[src/inc/csf_consts.svh]
// offsets, field positions, reset values and sizes of the contactless status block
//------------------------------------------------------------------------------
// How it works
// [RULE_01] Bit 7 is high while any group-one source is pending and enabled.
// [RULE_02] Firmware sets CPU enable bit two before group one can interrupt the CPU.
// [RULE_03] Bit 4 is high while any group-zero source is pending and enabled.
// [RULE_04] Firmware sets CPU enable bit three before group zero can interrupt the CPU.
// [RULE_05] Bit 6 is set when the checksum coprocessor result equals zero.
// [RULE_06] Checksum-zero bit means nothing during frame transfer; use the fail flag instead.
// [RULE_07] Checksum-zero bit is cleared during calculation, set on a correct completion.
// [RULE_08] Bit 5 is set when a compute-checksum command calculation has finished.
// [RULE_09] Bit 3 is high while the countdown timer is running.
// [RULE_10] In gated mode bit 3 follows only the enable bits, never the gate.
// [RULE_11] Bit 2 follows the field detector live, unlatched; reset value undefined. Code: three flops of lag, resets to 0.
// [RULE_12] Bit 1 is high while 64 minus fill count is at most the threshold.
// [RULE_13] Bit 0 is high while the fill count is at most the threshold.
// [RULE_14] Writes to the status register are ignored; reads change no flag.
//------------------------------------------------------------------------------
`ifndef CSF_CONSTS_SVH
`define CSF_CONSTS_SVH

// register index as printed; byte address is four times it
`define CSF_STATUS_ONE_IDX  10'h0DF
`define CSF_STATUS_ONE_ADDR {`CSF_STATUS_ONE_IDX, 2'b00}
`define CSF_IRQ_STAT_ADDR   12'h000
`define CSF_IRQ_MASK_ADDR   12'h004
`define CSF_THRESH_ADDR     12'h008

`define CSF_BIT_GRP1        7
`define CSF_BIT_CRC_ZERO    6
`define CSF_BIT_CRC_DONE    5
`define CSF_BIT_GRP0        4
`define CSF_BIT_COUNTDOWN   3
`define CSF_BIT_FIELD       2
`define CSF_BIT_NEAR_FULL   1
`define CSF_BIT_NEAR_EMPTY  0

`define CSF_STATUS_ONE_RST  8'h21
`define CSF_IRQ_MASK_RST    6'h00
`define CSF_THRESH_RST      6'h08
`define CSF_FIFO_DEPTH      7'h40
`define CSF_EVENT_COUNT     6

`endif

[src/inc/csf_pkg.sv]
// types shared by the contactless status block
package csf_pkg;

  typedef struct packed {
    logic [7:0] pending;
    logic [7:0] enable;
  } csf_irq_grp_s;

  typedef struct packed {
    logic busy;
    logic result_zero;
    logic done;
    logic cmd_start;
    logic cmd_done;
    logic frame_active;
  } csf_crc_s;

  typedef struct packed {
    logic [6:0] fill_count;
  } csf_fifo_s;

  typedef enum logic {
    CSF_BUS_IDLE,
    CSF_BUS_DATA
  } csf_bus_e;

  typedef struct packed {
    logic        wr_en;
    logic [11:0] addr;
    logic [31:0] wdata;
  } csf_reg_req_s;

endpackage

[src/csf_ahb_slave.sv]
// AHB-Lite slave with one wait state for the contactless status registers
`timescale 1ns/100ps
module csf_ahb_slave (
  // clock and reset
  input  wire logic                 hclk,
  input  wire logic                 hresetn,
  // AHB-Lite
  input  wire logic                 hsel,
  input  wire logic [31:0]          haddr,
  input  wire logic [1:0]           htrans,
  input  wire logic                 hwrite,
  input  wire logic [31:0]          hwdata,
  input  wire logic                 hready,
  output logic                      hreadyout,
  output logic [31:0]               hrdata,
  output logic                      hresp,
  // register side
  output csf_pkg::csf_reg_req_s     reg_req,
  input  wire logic [31:0]          rd_data
);
  import csf_pkg::*;

  typedef struct packed {
    csf_bus_e    phase;
    logic        write;
    logic [11:0] addr;
    logic        ready;
    logic [31:0] rdata;
  } csf_bus_state_s;

  csf_bus_state_s s;
  csf_bus_state_s next_s;

  //----------------------------------------------------------------------------
  // transfer sequencing
  //----------------------------------------------------------------------------
  always_comb begin
    next_s = s;
    case (s.phase)
      CSF_BUS_IDLE: begin
        if (hsel && hready && htrans[1]) begin
          next_s.phase = CSF_BUS_DATA;
          next_s.write = hwrite;
          next_s.addr  = haddr[11:0];
          next_s.ready = 1'b0;
        end
      end
      CSF_BUS_DATA: begin
        next_s.phase = CSF_BUS_IDLE;
        next_s.ready = 1'b1;
        if (!s.write) begin
          next_s.rdata = rd_data;
        end
      end
      default: begin
        next_s.phase = CSF_BUS_IDLE;
        next_s.ready = 1'b1;
      end
    endcase
  end

  always_ff @(posedge hclk or negedge hresetn) begin
    if (!hresetn) begin
      s <= '{phase: CSF_BUS_IDLE, write: 1'b0, addr: 12'h000, ready: 1'b1,
             rdata: 32'h0000_0000};
    end else begin
      s <= next_s;
    end
  end

  // write lands at the end of the stalled data-phase cycle, when hwdata stands
  assign reg_req       = '{wr_en: (s.phase == CSF_BUS_DATA) && s.write,
                           addr:  s.addr,
                           wdata: hwdata};
  assign hreadyout     = s.ready;
  assign hrdata        = s.rdata;
  assign hresp         = 1'b0;

endmodule

[src/csf_status_top.sv]
// contactless status flags register block with event interrupt
`timescale 1ns/100ps
`include "csf_consts.svh"
module csf_status_top (
  // clock and reset
  input  wire logic                 hclk,
  input  wire logic                 hresetn,
  // AHB-Lite
  input  wire logic                 hsel,
  input  wire logic [31:0]          haddr,
  input  wire logic [1:0]           htrans,
  input  wire logic                 hwrite,
  input  wire logic [2:0]           hsize,
  input  wire logic [31:0]          hwdata,
  input  wire logic                 hready,
  output logic                      hreadyout,
  output logic [31:0]               hrdata,
  output logic                      hresp,
  // interrupt sources of both groups
  input  csf_pkg::csf_irq_grp_s     attention_group_one,
  input  csf_pkg::csf_irq_grp_s     attention_group_zero,
  // checksum coprocessor
  input  csf_pkg::csf_crc_s         checksum,
  // countdown timer register enable bits
  input  wire logic                 countdown_enabled,
  // field detector pin
  input  wire logic                 rf_field_detect,
  // fifo
  input  csf_pkg::csf_fifo_s        fifo,
  // status and interrupt
  output logic [7:0]                contactless_status_one,
  output logic                      irq
);
  import csf_pkg::*;

  typedef struct packed {
    logic        field_meta;
    logic        field_sync;
    logic [7:0]  status;
    logic [5:0]  irq_stat;
    logic [5:0]  irq_mask;
    logic [5:0]  fifo_threshold;
    logic        irq;
  } csf_state_s;

  csf_state_s    s;
  csf_state_s    next_s;
  csf_reg_req_s  reg_req;
  logic [31:0]   rd_data;
  logic          grp1;
  logic          grp0;
  logic          near_full;
  logic          near_empty;
  logic [5:0]    events;
  logic [5:0]    clr_bits;

  //----------------------------------------------------------------------------
  // helpers
  //----------------------------------------------------------------------------
  function automatic logic group_active(input csf_irq_grp_s g);
    group_active = |(g.pending & g.enable);
  endfunction

  function automatic logic [5:0] event_bits(input logic [7:0] st);
    event_bits = {st[`CSF_BIT_GRP1], st[`CSF_BIT_CRC_DONE], st[`CSF_BIT_GRP0],
                  st[`CSF_BIT_FIELD], st[`CSF_BIT_NEAR_FULL], st[`CSF_BIT_NEAR_EMPTY]};
  endfunction

  //----------------------------------------------------------------------------
  // bus slave
  //----------------------------------------------------------------------------
  csf_ahb_slave u_bus (
    .hclk      (hclk),
    .hresetn   (hresetn),
    .hsel      (hsel),
    .haddr     (haddr),
    .htrans    (htrans),
    .hwrite    (hwrite),
    .hwdata    (hwdata),
    .hready    (hready),
    .hreadyout (hreadyout),
    .hrdata    (hrdata),
    .hresp     (hresp),
    .reg_req   (reg_req),
    .rd_data   (rd_data)
  );

  // reads have no side effect; unmapped addresses read zero
  always_comb begin
    case (reg_req.addr)
      `CSF_STATUS_ONE_ADDR: rd_data = {24'h00_0000, s.status}; // RULE_14
      `CSF_IRQ_STAT_ADDR:   rd_data = {26'h000_0000, s.irq_stat};
      `CSF_IRQ_MASK_ADDR:   rd_data = {26'h000_0000, s.irq_mask};
      `CSF_THRESH_ADDR:     rd_data = {26'h000_0000, s.fifo_threshold};
      default:              rd_data = 32'h0000_0000;
    endcase
  end

  //----------------------------------------------------------------------------
  // flag derivation
  //----------------------------------------------------------------------------
  assign grp1       = group_active(attention_group_one);  // RULE_01
  assign grp0       = group_active(attention_group_zero); // RULE_03
  assign near_full  = (`CSF_FIFO_DEPTH - fifo.fill_count) <= {1'b0, s.fifo_threshold}; // RULE_12
  assign near_empty = fifo.fill_count <= {1'b0, s.fifo_threshold}; // RULE_13

  always_comb begin
    next_s = s;
    next_s.field_meta = rf_field_detect;
    next_s.field_sync = s.field_meta;

    next_s.status[`CSF_BIT_GRP1]       = grp1;               // RULE_01
    next_s.status[`CSF_BIT_GRP0]       = grp0;               // RULE_03
    // gate input deliberately not used
    next_s.status[`CSF_BIT_COUNTDOWN]  = countdown_enabled;  // RULE_09 RULE_10
    next_s.status[`CSF_BIT_FIELD]      = s.field_sync;       // RULE_11
    next_s.status[`CSF_BIT_NEAR_FULL]  = near_full;          // RULE_12
    next_s.status[`CSF_BIT_NEAR_EMPTY] = near_empty;         // RULE_13

    // frame traffic leaves the zero flag untouched
    if (!checksum.frame_active) begin                        // RULE_06
      if (checksum.busy) begin
        next_s.status[`CSF_BIT_CRC_ZERO] = 1'b0;             // RULE_07
      end else if (checksum.done) begin
        next_s.status[`CSF_BIT_CRC_ZERO] = checksum.result_zero; // RULE_05 RULE_07
      end
    end

    // command finish wins over a new command start
    if (checksum.cmd_done) begin
      next_s.status[`CSF_BIT_CRC_DONE] = 1'b1;               // RULE_08
    end else if (checksum.cmd_start) begin
      next_s.status[`CSF_BIT_CRC_DONE] = 1'b0;               // RULE_08
    end

    // register writes; status_one is not writable
    clr_bits = 6'h00;
    if (reg_req.wr_en) begin                                 // RULE_14
      case (reg_req.addr)
        `CSF_IRQ_STAT_ADDR: clr_bits              = reg_req.wdata[5:0];
        `CSF_IRQ_MASK_ADDR: next_s.irq_mask       = reg_req.wdata[5:0];
        `CSF_THRESH_ADDR:   next_s.fifo_threshold = reg_req.wdata[5:0];
        default: ;
      endcase
    end

    // rising flags other than checksum zero and countdown are sticky events; a new event beats a clear
    events          = event_bits(next_s.status) & ~event_bits(s.status);
    next_s.irq_stat = (s.irq_stat & ~clr_bits) | events;
    next_s.irq      = |(next_s.irq_stat & next_s.irq_mask);
  end

  always_ff @(posedge hclk or negedge hresetn) begin
    if (!hresetn) begin
      s <= '{field_meta: 1'b0, field_sync: 1'b0, status: `CSF_STATUS_ONE_RST,
             irq_stat: 6'h00, irq_mask: `CSF_IRQ_MASK_RST,
             fifo_threshold: `CSF_THRESH_RST, irq: 1'b0};
    end else begin
      s <= next_s;
    end
  end

  assign contactless_status_one = s.status;
  assign irq                    = s.irq;
endmodule

[config.mk]
export PLATFORM = sky130hd
export DESIGN_NAME = csf_status_top
export DESIGN_NICKNAME = d
export VERILOG_FILES = /design/src/inc/csf_pkg.sv /design/src/csf_ahb_slave.sv /design/src/csf_status_top.sv
export VERILOG_INCLUDE_DIRS = /design/src /design/src/inc
export SDC_FILE = /design/constraint.sdc
export NUM_CORES = 1
export LEC_CHECK = 0
export ABC_AREA = 1
export BUFFER_PORTS_ARGS = -buffer_cell sky130_fd_sc_hd__buf_2
export CAP_MARGIN = 20
export CORE_MARGIN = 8
export CORE_UTILIZATION = 46
export CTS_BUF_LIST = sky130_fd_sc_hd__clkbuf_16
export DETAILED_ROUTE_END_ITERATION = 12
export GPL_TIMING_DRIVEN = 1
export PLACE_DENSITY = 0.87
export SYNTH_ARGS = -nofsm -noshare
export SYNTH_HDL_FRONTEND = slang
export SYNTH_HIERARCHICAL = 1
export SYNTH_SLANG_ARGS = --single-unit
[constraint.sdc]
create_clock -name hclk -period 1.5 [get_ports hclk]
set_input_delay 0.225 -clock hclk [delete_from_list [all_inputs] [get_ports hclk]]
set_output_delay 0.225 -clock hclk [all_outputs]
set_load 0.01 [all_outputs]
==> key figures, run 1 <==
Finish
  – FF+latch area: 1910 µm²
  – Multi-input gate area: 2050 µm²
  – Antenna Diode Count: 0
  – Share of cells above drive strength 1: 0.354
  – Area growth from synthesis to layout: 28.7%
  – Nets: 801
  – Post-layout util: 0.607
  – Filler instances: 794

CTS
  – Num Clock Sinks: 76
  – Clk slew on worst S/H paths: 60 ps
  – Total CTS buffers: 9
  – Longest Clk Path Bufs: 2
  – Clk Latency, worst-skew pair: 330 ps
  – CTS tree: built
  – # H-tree levels: 3
  – Clk root buf: clkbuf_16

Pwr
  – Peak supply drop: 0.000567 V
  – Flop pwr share: 0.403
  – Combinational share of power: 0.227
  – Pwr dens: 1110 nW/µm²
  – Psw: 0.00182 W
  – Static leakage: 3.04 nW
  – P_int: 0.00436 W
  – Sw frac: 0.295
  – Clock Power Share: 0.370

Global route
  – GRT Residual Overflow: 0
  – Initial antenna violation count: 0
  – Number of global-route vias before repair: 3905
  – Global Route Usage Sum: 0.164
  – First-pass GRT wire length: 17200 µm
  – Pin count of the biggest net entering global routing: 77

STA
  – Crit path time final: 1680 ps
  – Final hold violation count: 0
  – Fin. max-slew vios: 0
  – RSZ-0062 raised after global routing: true
  – Setup TNS: -783 ps
  – Setup WS post-layout: -180 ps
  – Final setup fails: 14
  – Final worst-path cycle share: 1.12
  – Fin Hold WS: 54.2 ps
  – Setup Skew: 8.47 ps
  – Fmax: 0.595 GHz

Worst setup path
  – CP Launch Type: register
  – Worst setup path class: reg2reg
  – Worst-path cell chain: inv_1 > nand3_4 > nor2_8 > nand2_2 > nor3_4 > nand2_1 > nand4_1 > nand3_1 > nand2_1
  – Crit-path slowest cell: dfrtp_1
  – CP arrival: 1940 ps
  – Critical path's largest stage delay: 390 ps
  – Most frequent cell on the critical path: nand2_1
  – CP required: 1760 ps
  – Crit. End Element: register
  – Highest fanout seen on the critical path: 6

Flow run
  – Max cap viols: 0

Drt
  – Routed via count: 3871
  – Avg WL per Cell: 14.0 µm
  – Initial DRC count: 222
  – Post-route DRC: 0
  – Vias per Instance: 4.94
  – DR pass1 iterations: 4
  – ANT nets after route: 0
  – DRT Wirelength: 11000 µm

Run status
  – Outcome: finished, violations left
  – Violations in the final reports: negative setup slack

Floorplanning
  – I/O pins: 164
  – Die Y: 113 µm
  – Core Area: 9200 µm²
  – Die area: 12800 µm²
  – Die width: 113 µm
  – FP Rows: 35
  – Initial core utilization: 0.472

Placement
  – Placer Congestion: 0.905
  – Pre-CTS setup slack: -517 ps
  – I/O Buffers: 112
  – HPWL Detailed: 7920 µm

Synthesis
  – Avg Synthesized Cell Area: 7.93 µm²
  – Mapped cell area: 4340 µm²
  – Synth Warn #: 6
  – Syn Inst Count: 547

Min path
  – Hold Path Class: in2reg
==> worst max-delay path: cells and delay by family (launching register included) <==
| kind | cells | cell delay [ps] |
|---|---|---|
| and+or+nand+nor | 8 | 1080 |
| DFF | 1 | 390 |
| buffers and inverters | 1 | 150 |
==> through the flow <==
stage / cell area (µm²) / power [W] / std cells
after floorplan: 4470 / 0.00353 / 570
after global placement: 4910 / 0.00374 / 754
after detailed placement: 4910 / 0.00380 / 754
after CTS: 5360 / 0.00613 / 777
after global routing: 5590 / 0.00648 / 784
final: 5590 / 0.00619 / 784
==> layout by cell type (no fill, tap or decap), drive strengths merged <==
master / n
nand4: 21
inv: 38
dfstp: 4
o21ai: 7
nor2: 21
nor3: 5
nand3: 63
clkbuf: 9
dlygate4sd3: 3
o21bai: 1
nand2: 206
bufinv: 2
xor2: 2
or2: 1
buf: 161
ha: 12
clkinvlp: 4
nor4: 2
nand3b: 4
xnor2: 2
a21oi: 5
clkinv: 3
dfrtp: 72
conb: 25
==> per-layer routing <==
layer	vias to the layer above	wire length, µm	global-route usage
li1	1906	-	-
met1	1783	4540	0.190
met2	158	5330	0.278
met3	24	795	0.0453
met4	0	286	0.0693
met5	-	0	0
==> power groups by stage <==
| stage | Sequential, W | Clock (W) | Combinational (W) |
|---|---|---|---|
| global placement | 0.00251 | 0 | 0.00123 |
| finish | 0.00249 | 0.00229 | 0.00141 |
| detailed placement | 0.00252 | 0 | 0.00128 |
| global route | 0.00252 | 0.00240 | 0.00156 |
| floorplan | 0.00248 | 0 | 0.00106 |
| CTS | 0.00249 | 0.00230 | 0.00134 |
==> sequential cells by signal, summed over array words and instances (netlist names) <==
| signal | flops |
|---|---|
| contactless_status_one | 8 |
| u_bus/reg_req | 12 |
| u_bus/hrdata | 32 |
| irq | 1 |
| s | 18 |
| u_bus/s | 2 |
| u_bus/hreadyout | 1 |
| next_s | 2 |
==> area by class of cell <==
cell class	count	area share
Inverter	40	0.0287
Clock buffer	9	0.0403
Clock inverter	7	0.0163
Timing Repair Buffer	164	0.182
Sequential cell	76	0.341
Tap cell	111	0.0249
Multi-Input combinational cell	377	0.367
==> what timing repair did <==
item | 4_1_cts | 5_1_grt
resized for setup | 16 | 41
hold endpoints to repair | 74 | 0
buffers inserted | 4 | 8
pin swaps | 16 | 22
setup endpoints to repair | 16 | 19
hold buffers | 3 | 0
==> worst paths after layout <==
path / start / to / slack [ps] / cells past startpoint
worst max-delay path: u_bus/reg_req[36] / u_bus/hrdata[5] / -180 / 9
worst min-delay path: checksum[2] / contactless_status_one[5] / 50 / 2
worst max register to register: u_bus/reg_req[36] / u_bus/hrdata[5] / -180 / 9
worst min register to register: next_s[27] / next_s[21] / 360 / 0
max in group asynchronous: hresetn / contactless_status_one[5] / 670 / 3
min in group asynchronous: hresetn / u_bus/hrdata[28] / 440 / 3
(Power assumes the default switching activity.)
==> run 2: changes to the inputs <==
--- a/config.mk
+++ b/config.mk
@@ -6,7 +6,6 @@
 export SDC_FILE = /design/constraint.sdc
 export NUM_CORES = 1
 export LEC_CHECK = 0
-export ABC_AREA = 1
 export BUFFER_PORTS_ARGS = -buffer_cell sky130_fd_sc_hd__buf_2
 export CAP_MARGIN = 20
 export CORE_MARGIN = 8
==> key figures, run 2 <==
Flow run
  – Max cap viols: 0 (unchanged)

STA
  – Setup TNS: -14920 ps (-14140 ps)
  – RSZ-0062 raised after global routing: true
  – Setup Skew: 9.61 ps (+1.14 ps)
  – Fin Hold WS: 8.06 ps (-46.1 ps)
  – Fmax: 0.399 GHz (-33%)
  – Setup WS post-layout: -1010 ps (-828 ps)
  – Final setup fails: 28 (+14)
  – Final hold violation count: 0 (unchanged)
  – Fin. max-slew vios: 0 (unchanged)
  – Final worst-path cycle share: 1.67 (+0.552)
  – Crit path time final: 2510 ps (+828 ps)

Pwr
  – Pwr dens: 1180 nW/µm² (+6.3%)
  – Overall Power: 0.00644 W (+4.1%)
  – Peak supply drop: 0.000667 V (+18%)
  – Static leakage: 2.78 nW (-8.6%)

Worst setup path
  – Crit. End Element: register
  – Critical path's largest stage delay: 570 ps (+180 ps)
  – Reg-to-Reg Start: u_bus/reg_req[32]
  – Crit-path slowest cell: or4_4
  – Worst setup path class: reg2reg
  – Worst-path cell chain: or4_4 > buf_6 > nor4_4 > nand2_1 > a32oi_2 > a2bb2o_4 > a2111o_1
  – Crit Reg-Reg Endpoint: irq
  – R2R depth: 7 (-2)
  – CP startpoint: u_bus/reg_req[32]
  – R2R Setup Slk: -1010 ps (-830 ps)
  – CP arrival: 2710 ps (+770 ps)
  – CP required: 1700 ps (-60 ps)
  – Highest fanout seen on the critical path: 3 (-3)
  – CP Launch Type: register

Placement
  – Placer Congestion: 0.844 (-6.7%)
  – HPWL Detailed: 7480 µm (-5.6%)
  – I/O Buffers: 112 (unchanged)

Drt
  – DRT Wirelength: 10400 µm (-4.7%)
  – Initial DRC count: 199 (-10%)
  – Vias per Instance: 5.05 (+2.2%)
  – ANT nets after route: 0 (unchanged)
  – Avg WL per Cell: 17.6 µm (+26%)
  – Routed via count: 2992 (-23%)
  – Post-route DRC: 0 (unchanged)
  – DR pass1 iterations: 4 (unchanged)

Floorplanning
  – Die Y: 112 µm (-1.0%)
  – Initial core utilization: 0.465 (-0.00659)
  – I/O pins: 164 (unchanged)
  – Die area: 12500 µm² (-2.0%)
  – Core Area: 9110 µm² (-0.95%)
  – Die width: 112 µm (-1.0%)
  – FP Rows: 35 (unchanged)

CTS
  – Clk slew on worst S/H paths: 60 ps (about the same)
  – Clk root buf: clkbuf_16
  – Clk Latency, worst-skew pair: 330 ps (about the same)
  – Num Clock Sinks: 76 (unchanged)
  – # H-tree levels: 3 (unchanged)
  – CTS tree: built
  – Total CTS buffers: 9 (unchanged)
  – Longest Clk Path Bufs: 2 (unchanged)

Finish
  – Max FFs per register: 32 (unchanged)
  – Share of cells above drive strength 1: 0.581 (+0.227)
  – Post-layout util: 0.601 (-0.00652)
  – Area growth from synthesis to layout: 29.2%
  – Commonest non-fill, non-tap cell in the layout: buf_2
  – Commonest cells after routing, fill and taps aside: buf_2, dfrtp_1, mux2_4
  – Antenna Diode Count: 0 (unchanged)
  – Nets: 610 (-24%)

Synthesis
  – Mapped cell area: 4240 µm² (-2.3%)
  – Syn Inst Count: 345 (-37%)
  – Avg Synthesized Cell Area: 12.3 µm² (+55%)
  – Synth Warn #: 6 (unchanged)

Global route
  – Pin count of the biggest net entering global routing: 33 (-57%)
  – GRT Residual Overflow: 0 (unchanged)
  – Number of global-route vias before repair: 3404 (-13%)
  – Global Route Usage Sum: 0.165 (+0.00132)
  – Initial antenna violation count: 0 (unchanged)
  – First-pass GRT wire length: 16800 µm (-2.6%)

Run status
  – Outcome: finished, violations left
  – Violations in the final reports: negative setup slack

Min path
  – Hold depth: 1 (-1)
  – Hold Startpoint: rf_field_detect
  – Hold Path Class: in2reg
  – Hold Crit Endpoint: next_s[27]
[run 2: how the worst max path moves through the flow]
stage,endpoint,cells past startpoint,slack [ps]
global route,irq,6,-1070
detailed placement,irq,11,-1050
finish,irq,7,-1010
CTS,irq,6,-940
global placement,irq,11,-960
floorplan,irq,7,-970
[run 2: where the power goes]
part	total, W	internal, W	switching [W]
clock	0.00227	0.00145	0.000821
combinational	0.00155	0.000893	0.000658
sequential	0.00262	0.00240	0.000220
total	0.00644	0.00475	0.00170
[run 2: per-stage QoR]
step | worst slack (ps) | instance area, µm² | std cells
2_1_floorplan | -972 | 4370 | 368
3_3_place_gp | -964 | 4860 | 564
3_5_place_dp | -1050 | 4860 | 564
4_1_cts | -938 | 5340 | 588
5_1_grt | -1070 | 5470 | 593
6_report | -1010 | 5470 | 593
[run 2: timing repair]
item / in CTS / in global routing
pin swaps: 8 / 7
resized for setup: 31 / 26
hold buffers: 1 / 0
hold endpoints to repair: 27 / 0
setup endpoints to repair: 28 / 29
gates cloned: 1 / 0
setup buffers: 6 / 5
[run 2: area by class of cell]
class | instances | area [µm²]
sequential | 76 | 1910
clock inverter | 7 | 93.8
fill | 707 | 3630
multi-input combinational | 206 | 1990
clock buffer | 9 | 225
timing repair buffer | 165 | 1050
inverter | 19 | 71.3
tap | 111 | 139
[run 2: critical path: cells and delay by family, from the launching register on]
kind / cells / cell delay, ps
buffers and inverters: 1 / 150
flip-flops: 1 / 370
AO/OA/AOI/OAI: 3 / 800
AND/OR/NAND/NOR: 3 / 1070
[run 2: routing by layer]
layer | wire, µm | share of wire | vias up | track usage
met3 | 941 | 0.090 | 24 | 0.0666
met2 | 4940 | 0.47 | 143 | 0.266
met4 | 246 | 0.024 | 0 | 0.0612
met1 | 4310 | 0.41 | 1434 | 0.194
li1 | - | - | 1391 | -
met5 | 0 | 0 | - | 0
==> run 3: changes to the inputs <==
--- a/config.mk
+++ b/config.mk
@@ -11,9 +11,12 @@
 export CORE_MARGIN = 8
 export CORE_UTILIZATION = 46
 export CTS_BUF_LIST = sky130_fd_sc_hd__clkbuf_16
+export CTS_CLUSTER_DIAMETER = 80
 export DETAILED_ROUTE_END_ITERATION = 12
 export GPL_TIMING_DRIVEN = 1
 export PLACE_DENSITY = 0.87
+export RECOVER_POWER = 25
+export SETUP_SLACK_MARGIN = 0.5
 export SYNTH_ARGS = -nofsm -noshare
 export SYNTH_HDL_FRONTEND = slang
 export SYNTH_HIERARCHICAL = 1
==> key figures, run 3 (synthesized netlist as in run 2, its figures left out) <==
Floorplanning
  – Die width: 112 µm (unchanged)
  – Die Y: 112 µm (unchanged)
  – Die area: 12500 µm² (unchanged)
  – I/O pins: 164 (unchanged)
  – Core Area: 9110 µm² (unchanged)
  – Initial core utilization: 0.465 (unchanged)
  – FP Rows: 35 (unchanged)

Global route
  – Global Route Usage Sum: 0.182 (+0.0167)
  – Initial antenna violation count: 1 (+1)
  – GR Util met3: 0.0666 (unchanged)
  – GR peak layer: met2
  – GRT Residual Overflow: 0 (unchanged)
  – First-pass GRT wire length: 18200 µm (+8.7%)
  – Met2 usage in global routing: 0.328 (+0.0614)
  – Met1 GRT Util: 0.196 (+0.00146)
  – Number of global-route vias before repair: 3624 (+6.5%)
  – Pin count of the biggest net entering global routing: 28 (-15%)

Worst setup path
  – Critical path's largest stage delay: 540 ps (-30 ps)
  – Crit-path slowest cell: or4b_4
  – CP arrival: 2690 ps (-20 ps)
  – Crit. End Element: register
  – Worst setup path class: reg2reg
  – Highest fanout seen on the critical path: 4 (+1)
  – Worst-path cell chain: buf_6 > or4b_4 > nor4_4 > buf_4 > nand2_2 > a22oi_2 > o22ai_2 > a2111o_1
  – CP Launch Type: register
  – CP required: 1710 ps (about the same)

Pwr
  – Clock Power Share: 0.275 (-0.078)
  – P_int: 0.00491 W (+3.5%)
  – Static leakage: 3.10 nW (+12%)
  – Overall Power: 0.00677 W (+5.1%)
  – Flop pwr share: 0.393 (-0.014)
  – Peak supply drop: 0.000541 V (-19%)
  – Psw: 0.00186 W (+9.6%)
  – Combinational share of power: 0.332 (+0.091)
  – Pwr dens: 1110 nW/µm² (-5.5%)
  – Sw frac: 0.275 (+0.0113)

CTS
  – Clk root buf: clkbuf_16
  – Num Clock Sinks: 76 (unchanged)
  – Longest Clk Path Bufs: 2 (unchanged)
  – # H-tree levels: 3 (unchanged)
  – Clk slew on worst S/H paths: 60 ps (about the same)
  – Clk Latency, worst-skew pair: 330 ps (about the same)
  – Total CTS buffers: 9 (unchanged)
  – CTS tree: built

Drt
  – Initial DRC count: 132 (-34%)
  – Vias per Instance: 4.94 (-2.1%)
  – DR pass1 iterations: 4 (unchanged)
  – Post-route DRC: 0 (unchanged)
  – DRT Wirelength: 11900 µm (+14%)
  – Routed via count: 3196 (+6.8%)
  – Avg WL per Cell: 18.4 µm (+4.6%)
  – ANT nets after route: 0 (unchanged)

Placement
  – I/O Buffers: 112 (unchanged)
  – HPWL Detailed: 7660 µm (+2.4%)
  – Area after DPL: 4890 µm² (+0.59%)
  – Placer Congestion: 0.857 (+1.5%)
  – Pre-CTS setup slack: -1030 ps (+17.0 ps)

Finish
  – Post-layout util: 0.669 (+0.0677)
  – Share of cells above drive strength 1: 0.629 (+0.0478)
  – Nets: 665 (+9.0%)
  – Max FFs per register: 32 (unchanged)
  – Commonest cells after routing, fill and taps aside: buf_4, buf_2, dfrtp_1
  – Commonest non-fill, non-tap cell in the layout: buf_4
  – Design Area, Final: 6090 µm² (+11%)
  – Area growth from synthesis to layout: 43.7%
  – Antenna Diode Count: 0 (unchanged)

STA
  – Crit path time final: 2480 ps (-31.2 ps)
  – Setup Skew: 10.5 ps (+0.919 ps)
  – RSZ-0062 raised after global routing: true
  – Fmax: 0.404 GHz (+1.3%)
  – Rel. slew slack: 0.588
  – Worst Tran Pin Value: 618 ps
  – Final setup fails: 28 (unchanged)
  – Fin. max-slew vios: 0 (unchanged)
  – Final worst-path cycle share: 1.65 (-0.0208)
  – Setup WS post-layout: -977 ps (+31.2 ps)
  – Final hold violation count: 0 (unchanged)

Run status
  – Violations in the final reports: negative setup slack
  – Outcome: finished, violations left

Min path
  – Hold Path Class: in2reg

Flow run
  – Max cap viols: 0 (unchanged)
## run 3: changes by cell type in the layout (fill, tap and decap cells not counted), moves of 6 or more
| cell | change |
|---|---|
| buf_2 | -24 |
| buf_4 | +47 |
| buf_6 | +23 |
| mux2_2 | -6 |
| mux2_4 | +6 |
## run 3: cell type report
type / count / area (µm²)
multi-input cells: 206 / 2060
inverters: 19 / 73.8
repair buffers: 220 / 1660
flip-flops and latches: 76 / 1910
clock buffers: 9 / 225
well taps: 111 / 139
clock inverters: 6 / 26.3
fillers: 625 / 3020
## run 3: worst max-delay path: cells and delay by family (launching register included)
family	cells	cell delay, ps
DFF	1	410
and+or+nand+nor	3	950
AOI/OAI and AO/OA	3	640
buffers and inverters	2	360
## run 3: power by group through the flow
stage,Sequential (W),Combinational [W],Clock (W)
3_5_place_dp,0.00265,0.00143,0
5_1_grt,0.00269,0.00238,0.00198
3_3_place_gp,0.00262,0.00139,0
2_1_floorplan,0.00258,0.00130,0
4_1_cts,0.00260,0.00193,0.00187
6_report,0.00266,0.00225,0.00186
## run 3: timing repair
action | in CTS | in global routing
gates cloned | 3 | 0
pin swaps | 17 | 14
resized for setup | 49 | 44
hold buffers | 1 | 1
endpoints found under the hold margin | 22 | 1
setup buffers | 45 | 20
endpoints found under the setup margin | 109 | 109
## run 3: worst paths after layout
kind	start	end	slack [ps]	cells after the start
setup reg to reg	u_bus/reg_req[36]	irq	-980	8
min in group asynchronous	hresetn	u_bus/hrdata[15]	460	2
max in group asynchronous	hresetn	contactless_status_one[5]	120	3
hold reg to reg	next_s[27]	next_s[21]	350	0
setup / recovery	u_bus/reg_req[36]	irq	-980	8
hold / removal	rf_field_detect	next_s[27]	20	1
## run 3: per-stage QoR
step           setup TNS [ps]  instances  hold slack (ps)
2_1_floorplan          -14210        368            -70.6
3_3_place_gp           -13620        562              150
3_5_place_dp           -15060        562              155
4_1_cts                -15160        626             8.02
5_1_grt                -19150        647             5.85
6_report               -17270        647             20.1
## run 3: per-layer routing
layer | part of all wire | up-vias
li1 | - | 1505
met1 | 0.39 | 1543
met2 | 0.53 | 131
met3 | 0.061 | 15
met4 | 0.012 | 2
met5 | 0.0011 | -
